--- src/verilog/oad_pkg.sv ---
package oad_pkg;

  // ----------------------------------------
  // Field positions
  // ----------------------------------------
  localparam int FR_W       = 9;
  localparam int FR_MODE    = 8;
  localparam int FR_BASE    = 7;
  localparam int OFS_W      = 7;
  localparam int PTR_W      = 12;
  localparam int TGT_W      = 13;
  localparam int PAGE_W     = 3;
  localparam int OP2_LSB    = 10;
  localparam int D_BIT      = 9;
  localparam int IMM_LSB    = 8;
  localparam int JMP_LSB    = 13;
  localparam int BOP_LSB    = 12;
  localparam int BSEL_LSB   = 9;

  // ----------------------------------------
  // Address constants and reset values
  // ----------------------------------------
  localparam logic [11:0] GLOBAL_BASE = 12'h080;
  localparam logic [15:0] DP_RESET    = 16'h0000;
  localparam logic [15:0] SP_RESET    = 16'h0fff;
  localparam logic [15:0] PTR_ONE     = 16'h0001;

  // ----------------------------------------
  // Format class codes (arbitrary encodings)
  // ----------------------------------------
  localparam logic [6:0] MISC_TAG  = 7'h00;
  localparam logic [2:0] JMP_OPC   = 3'h7;
  localparam logic [2:0] CALL_OPC  = 3'h6;
  localparam logic [1:0] BOP_TAG   = 2'h2;
  localparam logic [3:0] IMM_TAG   = 4'h7;

  // ----------------------------------------
  // Opcodes (arbitrary encodings)
  // ----------------------------------------
  localparam logic [5:0] OPC_MUL    = 6'h05;
  localparam logic [5:0] OPC_MULS   = 6'h06;
  localparam logic [5:0] OPC_CLRCMP = 6'h07;
  localparam logic [5:0] OPC_PUSH   = 6'h08;
  localparam logic [5:0] OPC_POP    = 6'h09;
  localparam logic [7:0] OPC_LOADH  = 8'h70;
  localparam logic [7:0] OPC_LOADL  = 8'h71;
  localparam logic [7:0] OPC_PUSHL  = 8'h72;

  typedef enum {
    FMT_TWO_OP, FMT_IMM, FMT_JUMP, FMT_BIT, FMT_MISC
  } oad_format_t;

  typedef enum {
    EA_INDIRECT, EA_DIRECT_SPECIAL, EA_DIRECT_GLOBAL, EA_OFFSET_DP, EA_OFFSET_SP
  } oad_ea_mode_t;

  typedef struct packed {
    logic                     valid;
    oad_format_t              fmt;
    logic [8:0]               opcode;
    logic                     dest_sel;
    logic [FR_W-1:0]          operand_address_field;
    logic [2:0]               bit_select;
    logic [7:0]               immediate_literal_field;
    logic [15:0]              jump_target;
    oad_ea_mode_t             ea_mode;
    logic [PTR_W-1:0]         ea;
    logic [PTR_W-1:0]         stack_ea;
    logic                     rd_mem;
    logic                     wr_w;
    logic                     wr_mem;
    logic                     wr_multiply_high_register;
    logic                     wr_stack;
    logic                     is_push;
    logic                     is_pop;
  } oad_dec_t;

endpackage

--- src/verilog/oad_ea_calc.sv ---
`timescale 1ns/10ps
module oad_ea_calc
  import oad_pkg::*;
(
  input  wire logic [oad_pkg::FR_W-1:0]  operand_address_field,
  input  wire logic [15:0]               ip,
  input  wire logic [15:0]               dp,
  input  wire logic [15:0]               sp,
  output oad_pkg::oad_ea_mode_t          ea_mode,
  output logic [oad_pkg::PTR_W-1:0]      ea
);
  import oad_pkg::*;

  logic [PTR_W-1:0] base;
  logic [PTR_W-1:0] ofs;

  // Base from pointer
  // Upper pointer nibble never reaches the sum
  assign base = operand_address_field[FR_BASE] ? sp[PTR_W-1:0] : dp[PTR_W-1:0];
  assign ofs  = {{(PTR_W-OFS_W){1'b0}}, operand_address_field[OFS_W-1:0]};

  always_comb begin
    if (operand_address_field[FR_MODE]) begin
      ea_mode = operand_address_field[FR_BASE] ? EA_OFFSET_SP : EA_OFFSET_DP;
      ea      = base + ofs;
    end else if (operand_address_field == '0) begin
      ea_mode = EA_INDIRECT;
      ea      = ip[PTR_W-1:0];
    end else if (operand_address_field[FR_BASE]) begin
      ea_mode = EA_DIRECT_GLOBAL;
      ea      = GLOBAL_BASE + ofs;
    end else begin
      ea_mode = EA_DIRECT_SPECIAL;
      ea      = ofs;
    end
  end

endmodule

--- src/verilog/oad_decoder.sv ---
`timescale 1ns/10ps
module oad_decoder
  import oad_pkg::*;
(
  input  wire logic                          clk,
  input  wire logic                          rst_n,
  input  wire logic                          instr_valid,
  input  wire logic [15:0]                   instr,
  input  wire logic [oad_pkg::PAGE_W-1:0]    page_select_bits,
  input  wire logic [15:0]                   ip,
  output oad_pkg::oad_dec_t                  dec,
  output logic [7:0]                         data_pointer_high,
  output logic [7:0]                         data_pointer_low,
  output logic [7:0]                         stack_pointer_high,
  output logic [7:0]                         stack_pointer_low
);
  import oad_pkg::*;

  // ----------------------------------------
  // Pointer state
  // ----------------------------------------
  logic [15:0]      dp;
  logic [15:0]      sp;
  oad_ea_mode_t     ea_mode;
  logic [PTR_W-1:0] ea;
  oad_dec_t         next_dec;
  oad_format_t      fmt;
  logic [5:0]       op2;
  logic [7:0]       opi;
  logic             d;
  logic             is_mul;
  logic             is_push;
  logic             is_pop;
  logic             is_loadh;
  logic             is_loadl;

  assign data_pointer_high  = dp[15:8];
  assign data_pointer_low   = dp[7:0];
  assign stack_pointer_high = sp[15:8];
  assign stack_pointer_low  = sp[7:0];

  // ----------------------------------------
  // Format classification
  // ----------------------------------------
  function automatic oad_format_t classify(input logic [15:0] w);
    oad_format_t f;
    f = FMT_TWO_OP;
    if (w[15:D_BIT] == MISC_TAG)
      f = FMT_MISC;
    else if (w[15:JMP_LSB] == JMP_OPC || w[15:JMP_LSB] == CALL_OPC)
      f = FMT_JUMP;
    else if (w[15:14] == BOP_TAG)
      f = FMT_BIT;
    else if (w[15:BOP_LSB] == IMM_TAG)
      f = FMT_IMM;
    return f;
  endfunction

  assign fmt      = classify(instr);
  assign op2      = instr[15:OP2_LSB];
  assign opi      = instr[15:IMM_LSB];
  assign d        = instr[D_BIT];
  assign is_mul   = fmt == FMT_TWO_OP && (op2 == OPC_MUL || op2 == OPC_MULS);
  assign is_push  = fmt == FMT_TWO_OP && op2 == OPC_PUSH;
  assign is_pop   = fmt == FMT_TWO_OP && op2 == OPC_POP;
  assign is_loadh = fmt == FMT_IMM && opi == OPC_LOADH;
  assign is_loadl = fmt == FMT_IMM && opi == OPC_LOADL;

  // ----------------------------------------
  // Effective address
  // ----------------------------------------
  // Address formed from field
  oad_ea_calc u_ea (
    .operand_address_field (instr[FR_W-1:0]),
    .ip                    (ip),
    .dp                    (dp),
    .sp                    (sp),
    .ea_mode               (ea_mode),
    .ea                    (ea)
  );

  // ----------------------------------------
  // Decode
  // ----------------------------------------
  always_comb begin
    next_dec                         = '0;
    next_dec.valid                   = instr_valid;
    next_dec.fmt                     = fmt;
    next_dec.ea_mode                 = ea_mode;
    // Operand address from pointer before update
    next_dec.ea                      = ea;
    next_dec.immediate_literal_field = instr[7:0];
    next_dec.jump_target             = {page_select_bits, instr[TGT_W-1:0]};
    case (fmt)
      FMT_TWO_OP: begin
        next_dec.opcode                = {3'h0, op2};
        next_dec.dest_sel              = d;
        next_dec.operand_address_field = instr[FR_W-1:0];
        next_dec.rd_mem                = 1'b1;
        if (is_mul) begin
          next_dec.wr_w    = 1'b1;
          next_dec.wr_multiply_high_register = 1'b1;
        end else if (op2 == OPC_CLRCMP) begin
          next_dec.rd_mem = d;
          next_dec.wr_mem = ~d;
        end else if (is_push) begin
          next_dec.wr_stack = 1'b1;
          next_dec.is_push  = 1'b1;
          next_dec.stack_ea = sp[PTR_W-1:0];
        end else if (is_pop) begin
          next_dec.rd_mem   = 1'b0;
          next_dec.wr_mem   = 1'b1;
          next_dec.is_pop   = 1'b1;
          next_dec.stack_ea = sp[PTR_W-1:0] + PTR_ONE[PTR_W-1:0];
        end else begin
          next_dec.wr_w   = ~d;
          next_dec.wr_mem = d;
        end
      end
      FMT_IMM: begin
        next_dec.opcode = {1'b0, opi};
        if (opi == OPC_PUSHL) begin
          next_dec.wr_stack = 1'b1;
          next_dec.is_push  = 1'b1;
          next_dec.stack_ea = sp[PTR_W-1:0];
        end else if (!is_loadh && !is_loadl) begin
          next_dec.wr_w = 1'b1;
        end
      end
      FMT_JUMP: begin
        next_dec.opcode = {6'h00, instr[15:JMP_LSB]};
      end
      FMT_BIT: begin
        next_dec.opcode                = {5'h00, instr[15:BOP_LSB]};
        next_dec.bit_select            = instr[11:BSEL_LSB];
        next_dec.operand_address_field = instr[FR_W-1:0];
        next_dec.rd_mem                = 1'b1;
        next_dec.wr_mem                = 1'b1;
      end
      FMT_MISC: begin
        next_dec.opcode = instr[FR_W-1:0];
      end
      default: begin
        next_dec.valid = 1'b0;
      end
    endcase
  end

  // ----------------------------------------
  // Registered decode, one word per cycle
  // ----------------------------------------
  // Single word, every cycle
  always_ff @(posedge clk) begin
    if (!rst_n) begin
      dec <= '0;
    end else begin
      dec <= next_dec;
    end
  end

  // ----------------------------------------
  // Data pointer
  // ----------------------------------------
  // Byte loads of the data pointer
  always_ff @(posedge clk) begin
    if (!rst_n) begin
      dp <= DP_RESET;
    end else if (instr_valid && is_loadh) begin
      dp[15:8] <= instr[7:0];
    end else if (instr_valid && is_loadl) begin
      dp[7:0] <= instr[7:0];
    end
  end

  // ----------------------------------------
  // Stack pointer
  // ----------------------------------------
  // Post-decrement push, pre-increment pop
  always_ff @(posedge clk) begin
    if (!rst_n) begin
      sp <= SP_RESET;
    end else if (instr_valid && next_dec.is_push) begin
      sp <= sp - PTR_ONE;
    end else if (instr_valid && is_pop) begin
      sp <= sp + PTR_ONE;
    end
  end

  // ----------------------------------------
  // Checks
  // ----------------------------------------
  logic [PTR_W-1:0] dp_sum;
  logic [PTR_W-1:0] sp_sum;
  assign dp_sum = dp[PTR_W-1:0] + {5'h00, instr[OFS_W-1:0]};
  assign sp_sum = sp[PTR_W-1:0] + {5'h00, instr[OFS_W-1:0]};

  property p_offset_dp;
    @(posedge clk) disable iff (!rst_n)
      (instr[8:7] == 2'b10) |=> dec.ea == $past(dp_sum) && dec.ea_mode == EA_OFFSET_DP;
  endproperty
  a_offset_dp: assert property (p_offset_dp) else $error("dp offset address wrong");

  property p_offset_sp;
    @(posedge clk) disable iff (!rst_n)
      (instr[8:7] == 2'b11) |=> dec.ea == $past(sp_sum) && dec.ea_mode == EA_OFFSET_SP;
  endproperty
  a_offset_sp: assert property (p_offset_sp) else $error("sp offset address wrong");

  property p_pop_timing;
    @(posedge clk) disable iff (!rst_n)
      (instr_valid && is_pop) |=> sp == $past(sp) + PTR_ONE
        && dec.stack_ea == sp[PTR_W-1:0] && dec.is_pop;
  endproperty
  a_pop_timing: assert property (p_pop_timing) else $error("pop pointer wrong");

  property p_push;
    @(posedge clk) disable iff (!rst_n)
      (instr_valid && is_push) |=> sp == $past(sp) - PTR_ONE
        && dec.stack_ea == $past(sp[PTR_W-1:0]);
  endproperty
  a_push: assert property (p_push) else $error("push pointer wrong");

  property p_loadh;
    @(posedge clk) disable iff (!rst_n)
      (instr_valid && is_loadh) |=> data_pointer_high == $past(instr[7:0])
        && data_pointer_low == $past(dp[7:0]);
  endproperty
  a_loadh: assert property (p_loadh) else $error("loadh wrong");

  property p_indirect;
    @(posedge clk) disable iff (!rst_n)
      (instr[FR_W-1:0] == '0) |=> dec.ea == $past(ip[PTR_W-1:0]);
  endproperty
  a_indirect: assert property (p_indirect) else $error("indirect address wrong");

  property p_global;
    @(posedge clk) disable iff (!rst_n)
      (instr[8:7] == 2'b01) |=> dec.ea == GLOBAL_BASE + {5'h00, $past(instr[6:0])};
  endproperty
  a_global: assert property (p_global) else $error("global address wrong");

  property p_mul;
    @(posedge clk) disable iff (!rst_n)
      is_mul |=> dec.wr_w && dec.wr_multiply_high_register && !dec.wr_mem;
  endproperty
  a_mul: assert property (p_mul) else $error("multiply destination wrong");

  property p_dest;
    @(posedge clk) disable iff (!rst_n)
      (fmt == FMT_TWO_OP && !is_mul && !is_push && !is_pop && op2 != OPC_CLRCMP)
        |=> dec.wr_mem == $past(d) && dec.wr_w == !$past(d);
  endproperty
  a_dest: assert property (p_dest) else $error("destination select wrong");

  property p_jump;
    @(posedge clk) disable iff (!rst_n)
      fmt == FMT_JUMP |=> dec.jump_target == {$past(page_select_bits), $past(instr[12:0])};
  endproperty
  a_jump: assert property (p_jump) else $error("jump target wrong");

  property p_misc;
    @(posedge clk) disable iff (!rst_n)
      (instr[15:9] == MISC_TAG) |=> dec.fmt == FMT_MISC && dec.opcode == $past(instr[8:0]);
  endproperty
  a_misc: assert property (p_misc) else $error("misc decode wrong");

  property p_rate;
    @(posedge clk) disable iff (!rst_n)
      instr_valid [*2] |=> dec.valid;
  endproperty
  a_rate: assert property (p_rate) else $error("decode stalled");

  property p_call_sp;
    @(posedge clk) disable iff (!rst_n)
      fmt == FMT_JUMP |=> $stable(sp);
  endproperty
  a_call_sp: assert property (p_call_sp) else $error("call moved stack");

  property p_loadl;
    @(posedge clk) disable iff (!rst_n)
      (instr_valid && is_loadl) |=> data_pointer_low == $past(instr[IMM_LSB-1:0])
        && data_pointer_high == $past(dp[15:IMM_LSB]);
  endproperty
  a_loadl: assert property (p_loadl) else $error("loadl wrong");

  property p_bitop;
    @(posedge clk) disable iff (!rst_n)
      fmt == FMT_BIT |=> dec.bit_select == $past(instr[BOP_LSB-1:BSEL_LSB])
        && dec.operand_address_field == $past(instr[FR_W-1:0]);
  endproperty
  a_bitop: assert property (p_bitop) else $error("bit operation fields wrong");

  property p_imm;
    @(posedge clk) disable iff (!rst_n)
      fmt == FMT_IMM |=> dec.immediate_literal_field == $past(instr[IMM_LSB-1:0])
        && dec.opcode == {1'b0, $past(instr[15:IMM_LSB])};
  endproperty
  a_imm: assert property (p_imm) else $error("immediate fields wrong");

  property p_clrcmp;
    @(posedge clk) disable iff (!rst_n)
      (fmt == FMT_TWO_OP && op2 == OPC_CLRCMP)
        |=> dec.rd_mem == $past(d) && dec.wr_mem == !$past(d) && !dec.wr_w;
  endproperty
  a_clrcmp: assert property (p_clrcmp) else $error("clear or compare wrong");

  property p_pushl;
    @(posedge clk) disable iff (!rst_n)
      (instr_valid && fmt == FMT_IMM && opi == OPC_PUSHL)
        |=> sp == $past(sp) - PTR_ONE && dec.wr_stack
        && dec.stack_ea == $past(sp[PTR_W-1:0]);
  endproperty
  a_pushl: assert property (p_pushl) else $error("literal push wrong");

  c_offset_dp: cover property (@(posedge clk) instr_valid && instr[8:7] == 2'b10);
  c_pop_sp:    cover property (@(posedge clk) instr_valid && is_pop && instr[8:7] == 2'b11);
  c_loadh_use: cover property (@(posedge clk) instr_valid && is_loadh ##1 instr_valid
                               && instr[8:7] == 2'b10);
  c_jump:      cover property (@(posedge clk) instr_valid && fmt == FMT_JUMP);
  c_misc:      cover property (@(posedge clk) instr_valid && fmt == FMT_MISC);

endmodule

--- config.mk ---
export PLATFORM = sky130hd
export DESIGN_NAME = oad_decoder
export DESIGN_NICKNAME = d
export VERILOG_FILES = /design/src/verilog/oad_pkg.sv /design/src/verilog/oad_ea_calc.sv /design/src/verilog/oad_decoder.sv
export SDC_FILE = /design/constraint.sdc
export NUM_CORES = 1
export LEC_CHECK = 0
export ABC_AREA = 1
export BUFFER_PORTS_ARGS = -buffer_cell sky130_fd_sc_hd__buf_2
export CORE_MARGIN = 10
export CORE_UTILIZATION = 52
export DETAILED_ROUTE_END_ITERATION = 8
export PLACE_DENSITY = 0.78
export SLEW_MARGIN = 25
export SYNTH_ARGS = -nofsm -noshare
export SYNTH_HDL_FRONTEND = slang
export SYNTH_HIERARCHICAL = 1
export SYNTH_SLANG_ARGS = --single-unit
--- constraint.sdc ---
create_clock -name clk -period 3.67 [get_ports clk]
set_input_delay 0.734 -clock clk [delete_from_list [all_inputs] [get_ports clk]]
set_output_delay 0.734 -clock clk [all_outputs]
set_load 0.01 [all_outputs]
# After elaboration in Yosys (flattened, before gate mapping)
# Index checks and enable logic that the tools add are counted.
[totals]
out_inout_bits = 174
rom_bits = 0
regBits = 174
mem_bits_rw = 0
in_bits = 38
n_memories = 0
latch_bits = 0
[op_classes]
bitwise_logic = 4
magnitude_cmp = 0
muxes = 42
div = 0
add_sub_neg = 5
shift = 0
n_reduce_logical = 27
n_mul = 0
eq_ne = 17
[ops]
columns = ["cell", "count"]
rows = [
  ["== test 32 x 2 -> 1 bit (second input constant)", 3],
  ["2-to-1 mux 12 bit", 7],
  ["zero test 32 bit", 2],
  ["2-to-1 mux 32 bit", 2],
  ["one-hot mux 9 bit (5 select lines)", 1],
  ["== test 32 x 1 -> 1 bit (second input constant)", 1],
  ["== test 32 x 3 -> 1 bit (second input constant)", 1],
  ["2-to-1 mux 16 bit", 2],
  ["2-to-1 mux 13 bit", 2],
  ["== test 8 x 7 -> 1 bit (second input constant)", 3],
  ["one-hot mux 12 bit (2 select lines)", 1],
  ["== test 6 x 3 -> 1 bit (second input constant)", 3],
  ["adder 16 x 1 -> 16 bit (second input constant)", 1],
  ["subtractor 16 x 1 -> 16 bit (second input constant)", 1],
  ["2-to-1 mux 3 bit", 5],
  ["2-to-1 mux 1 bit", 13],
  ["adder 12 x 1 -> 12 bit (second input constant)", 1],
  ["adder 12 x 7 -> 12 bit", 1],
  ["== test 6 x 4 -> 1 bit (second input constant)", 2],
  ["logical AND 1 bit", 10],
  ["2-to-1 mux 2 bit", 5],
  ["AND reduction 2 bit", 5],
  ["OR reduction 5 bit", 2],
  ["adder 8 x 7 -> 9 bit (first input constant)", 1],
  ["other kinds (12)", 20],
]

# Longest topological paths before layout
[depth]
depth_word = 14
depth_mapped = 18
mapped_depth_nobuf = 18

# Hierarchy
# Netlist, hierarchy kept.
[by_module_without_submodules]
columns = ["module", "n_inst", "area_each_um2", "cells_per_inst"]
rows = [
  ["oad_decoder", 1, 5764.3, 761],
  ["oad_ea_calc", 1, 1139.8, 220],
]

# Worst setup path before layout
# Ideal clock, no wire load.
[synth_timing]
path_kind = "input-to-reg"
from = "in instr[8]"
to = "reg sp[12]"
setup_slack_ns = 0.891
required_time_ns = 3.561
arrival_time_ns = 2.671
stages = 18
path_buffers = 0
path_cell_list = "inv_1 nand2_1 nor2_1 nand2_2 nand2_1 nand2_1 inv_1 ha_1 a21oi_1 o21ai_0 nand2_1 nand2_1 nand2_1 nand2_1 nand2_1 nand3_1 nand2_1 inv_1"
[synth_via]
elab_chain_len = 5
[synth_rtl]
columns = ["item", "line", "rtl"]
rows = [
  ["start: declaration", "oad_decoder.sv:8", "input wire logic [15:0] instr,"],
  ["== test 8 x 7 -> 1 bit (*)", "oad_decoder.sv:122", "if (opi == OPC_PUSHL) begin"],
  ["2-to-1 mux 2 bit (*)", "oad_decoder.sv:122", ""],
  ["one-hot mux 2 bit (2 select lines) (*)", "oad_decoder.sv:94", "case (fmt)"],
  ["logical AND 1 bit (*)", "oad_decoder.sv:182", "end else if (instr_valid && next_dec.is_push) begin"],
  ["2-to-1 mux 16 bit or nonzero test 2 bit (tied branches)", "--", ""],
  ["end signal: assignment", "oad_decoder.sv:183", "sp <= sp - PTR_ONE;"],
  ["end signal: assignment", "oad_decoder.sv:185", "sp <= sp + PTR_ONE;"],
  ["end: declaration", "oad_decoder.sv:23", "logic [15:0] sp;"],
]
# Every way passes the cells marked *; elsewhere a longest branch is shown, timed or not.
# A chain may end at the register's enable or synchronous reset.

# Worst setup path after layout
[layout_timing]
from = "in instr[15]"
to = "reg sp[12]"
[layout_via]
elab_chain_len = 13
[layout_rtl]
columns = ["item", "line", "rtl"]
rows = [
  ["== test 4 x 3 -> 1 bit", "oad_decoder.sv:54", "else if (w[15:BOP_LSB] == IMM_TAG)"],
  ["2-to-1 mux 1 bit", "oad_decoder.sv:54", ""],
  ["2-to-1 mux 2 bit", "oad_decoder.sv:52", "else if (w[15:14] == BOP_TAG)"],
  ["2-to-1 mux 2 bit", "oad_decoder.sv:50", "else if (w[15:JMP_LSB] == JMP_OPC || w[15:JMP_LSB] == CALL_OPC)"],
  ["2-to-1 mux 3 bit", "oad_decoder.sv:48", "if (w[15:D_BIT] == MISC_TAG)"],
  ["zero test 32 bit", "oad_decoder.sv:63, oad_decoder.sv:64, oad_decoder.sv:65", ""],
  ["logical AND 1 bit", "oad_decoder.sv:64", "assign is_push = fmt == FMT_TWO_OP && op2 == OPC_PUSH;"],
  ["2-to-1 mux 2 bit", "oad_decoder.sv:106", "end else if (is_push) begin"],
  ["2-to-1 mux 3 bit", "oad_decoder.sv:103", "end else if (op2 == OPC_CLRCMP) begin"],
  ["2-to-1 mux 3 bit", "oad_decoder.sv:100", "if (is_mul) begin"],
  ["one-hot mux 2 bit (2 select lines)", "oad_decoder.sv:94", ""],
  ["logical AND 1 bit", "oad_decoder.sv:182", ""],
  ["2-to-1 mux 16 bit or nonzero test 2 bit (tied branches)", "--", ""],
]
# Several ways; a longest one is shown, not always the timed one.

==> key figures <==
Drt
  – DRT antenna net count: 0
  – Avg Vias per Cell: about 4.7
  – Initial drt markers: about 500
  – DR WL/cell: 14.0 µm
  – TritonRoute pass-1 iters: 6
  – DRC viols: 0
  – Via count: ~6300
  – Post-Route WL: 18700 µm

Layout
  – Area growth syn-to-layout: 19.4%
  – Most frequent cells in the layout: nand2_1, buf_2, inv_1
  – Share of layout cells above drive strength 1: 21.2%
  – Cell Count, Final, Fillers Out: approximately 1300
  – Commonest non-fill, non-tap cell in the layout: nand2_1
  – Nets: 1210
  – N_diodes: 0

Timing
  – Final hold slack: slightly below 500 ps
  – Worst slew margin: about a third
  – Clock Skew: between 8 and 9 ps
  – Max-slew violations: 0
  – Endpoints failing setup: 0
  – Fin. Hold Viols: 0
  – F_max: 0.364 GHz
  – Final worst setup slack: between 900 and 1000 ps
  – Final period util: about three quarters
  – Setup TNS: 0 ps
  – RSZ-0062 raised after global routing: false
  – Worst Tran Pin Value: around 990 ps
  – Fin crit period: approximately 2700 ps

Clock network
  – Clk_lat worst skew: roughly 420 ps
  – Num Clock Sinks: 136
  – Reg clk slew, reported paths: ~60 ps
  – Post CTS Setup Buffer Count: 0
  – Cts hold-fix bufs: 0
  – CTS tree: yes
  – CTS Root Cell: clkbuf_16
  – H-tree Lvls: 4
  – CTS Buf Count: 17
  – Post-CTS sizing: 0
  – Clock Path Buffers: 2

Floorplan
  – Top Ports: around 210
  – Site row count: 42
  – Core area: 13100 µm²
  – Die H: 135 µm
  – Die width: between 100 and 150 µm
  – Die area: between 15000 and 20000 µm²
  – Initial Utilization: between 50 and 60%

Worst setup path
  – Critical Path Source Type: input port
  – Setup CP Type: in2reg
  – Critical R2R Capture: dec[27]
  – RR Startpoint: sp[0]
  – Worst Path Required: approximately 4000 ps
  – Critical Path Sink Type: register
  – Critical path arrival: slightly above 3000 ps
  – Worst r2r path cells: 15
  – Flop-to-flop setup slack: 1420 ps
  – Worst-path maximum fanout: 13

Global routing
  – Total grt overflow: 0
  – First-pass GRT wire length: 30300 µm
  – GRT Total Usage: between 20% and 30%
  – Initial antenna violation count: 0
  – Largest net degree at the start of global routing: 44
  – Vias in the first global route: around 6000

Min path
  – HP Class: in2reg
  – Worst Min Path Start: page_select_bits[0]
  – Cells on Worst Hold Path: 3
  – Hold Path Sink: dec[76]

Yosys
  – Distinct cells, synth: 44
  – FF+latch count, synth: approximately 140
  – Syn avg cell area: 7.04 µm²
  – Synth Instances: about 980
  – Top_reg_cell synth: dfxtp_1
  – Post-synth ARST share: 0%
  – EDFF count, synth: 0
  – Synth warnings: 6
  – Register area share after synthesis: between 30% and 40%
  – Mapped Area: roughly 6900 µm²

Job
  – Max Cap Viol: 0

Place
  – Post-Place Worst Slack: between 500 and 600 ps
  – Inst Count DP: ~1300
  – Port Buf Inserts: around 180
  – DP HPWL: 14400 µm
  – Placer Congestion: between 0.9 and 1

Run status
  – Status: complete, no violations

Power
  – VDD IR max: 0.276 mV
  – PwrDens: 450 nW/µm²
  – Leak: just over 5 nW
  – Total power: 0.00371 W
[flip-flops by register name (all words and copies together) (netlist names)]
register	count
dec	104
sp	16
dp	16
[worst max path at each step]
stage	depth (start not counted)	end	slack [ps]	startpoint
2_1_floorplan	18	sp[12]	890	instr[8]
3_3_place_gp	20	sp[12]	570	instr[15]
3_5_place_dp	20	sp[12]	520	instr[15]
4_1_cts	20	sp[12]	950	instr[15]
5_1_grt	20	sp[12]	660	instr[15]
6_report	20	sp[12]	920	instr[15]
[logic make-up after synthesis]
logic type,share of synthesized area (%)
simple gates,26.1
buf+inv,18.5
flops,39.4
compound gates,9.82
fa+ha+maj,4.57
xor+xnor,1.40
other cells,0.109
[Yosys cell counts, drive strengths merged (3+ instances only)]
cell	instances	area, µm²
buf	79	594
xor2	10	87.6
inv	166	626
o22ai	3	18.8
dfxtp	136	2720
nand2	268	1030
a211oi	9	77.6
nand4	9	56.3
nor3	9	56.3
ha	22	275
a21oi	44	231
nand3	47	235
nor2	82	335
a31oi	3	18.8
or2	5	31.3
clkbuf	15	56.3
o21ai	52	260
[worst max-delay path, stage by stage]
cell and delay, ps:
buf_2 130, inv_1 130, nand2_2 90, nor2_4 200
nand2_2 90, nand2_1 80, nand2_1 80, inv_1 160
buf_12 160, ha_1 270, a21oi_1 230, o21ai_0 180
nand2_1 100, nand2_1 80, nand2_1 90, nand2_1 50
nand2_1 50, nand3_1 60, nand2_1 70, inv_1 30
[metrics by stage]
stage / instance area, µm² / util [%]
final: 8250 / 62.8
after detailed placement: 7650 / 58.2
after global routing: 8250 / 62.8
after CTS: 8250 / 62.8
after global placement: 7650 / 58.2
after floorplan: 7110 / -
[power by group]
part	switching [W]	internal, W	total [W]
logic	0.000289	0.000152	0.000441
registers	0.0000188	0.00153	0.00155
clock network	0.000685	0.00104	0.00172
total	0.000993	0.00272	0.00371
[metal layers]
metal / vias up / global-route usage [%] / share of wire, %
met5: - / 0 / 0
met4: 0 / 7.78 / 1.9
met3: 23 / 6.16 / 9.6
met2: 255 / 35.3 / 50
met1: 2752 / 23.5 / 39
li1: 3241 / - / -
[cell type report]
| type | count | area [µm²] |
|---|---|---|
| multi-input cells | 640 | 3110 |
| inverters | 167 | 629 |
| fillers | 1207 | 4890 |
| clock buffers | 18 | 439 |
| clock inverters | 14 | 160 |
| well taps | 176 | 220 |
| repair buffers | 186 | 963 |
| flip-flops and latches | 136 | 2720 |
Note: power is estimated with default switching activity, not from simulation.
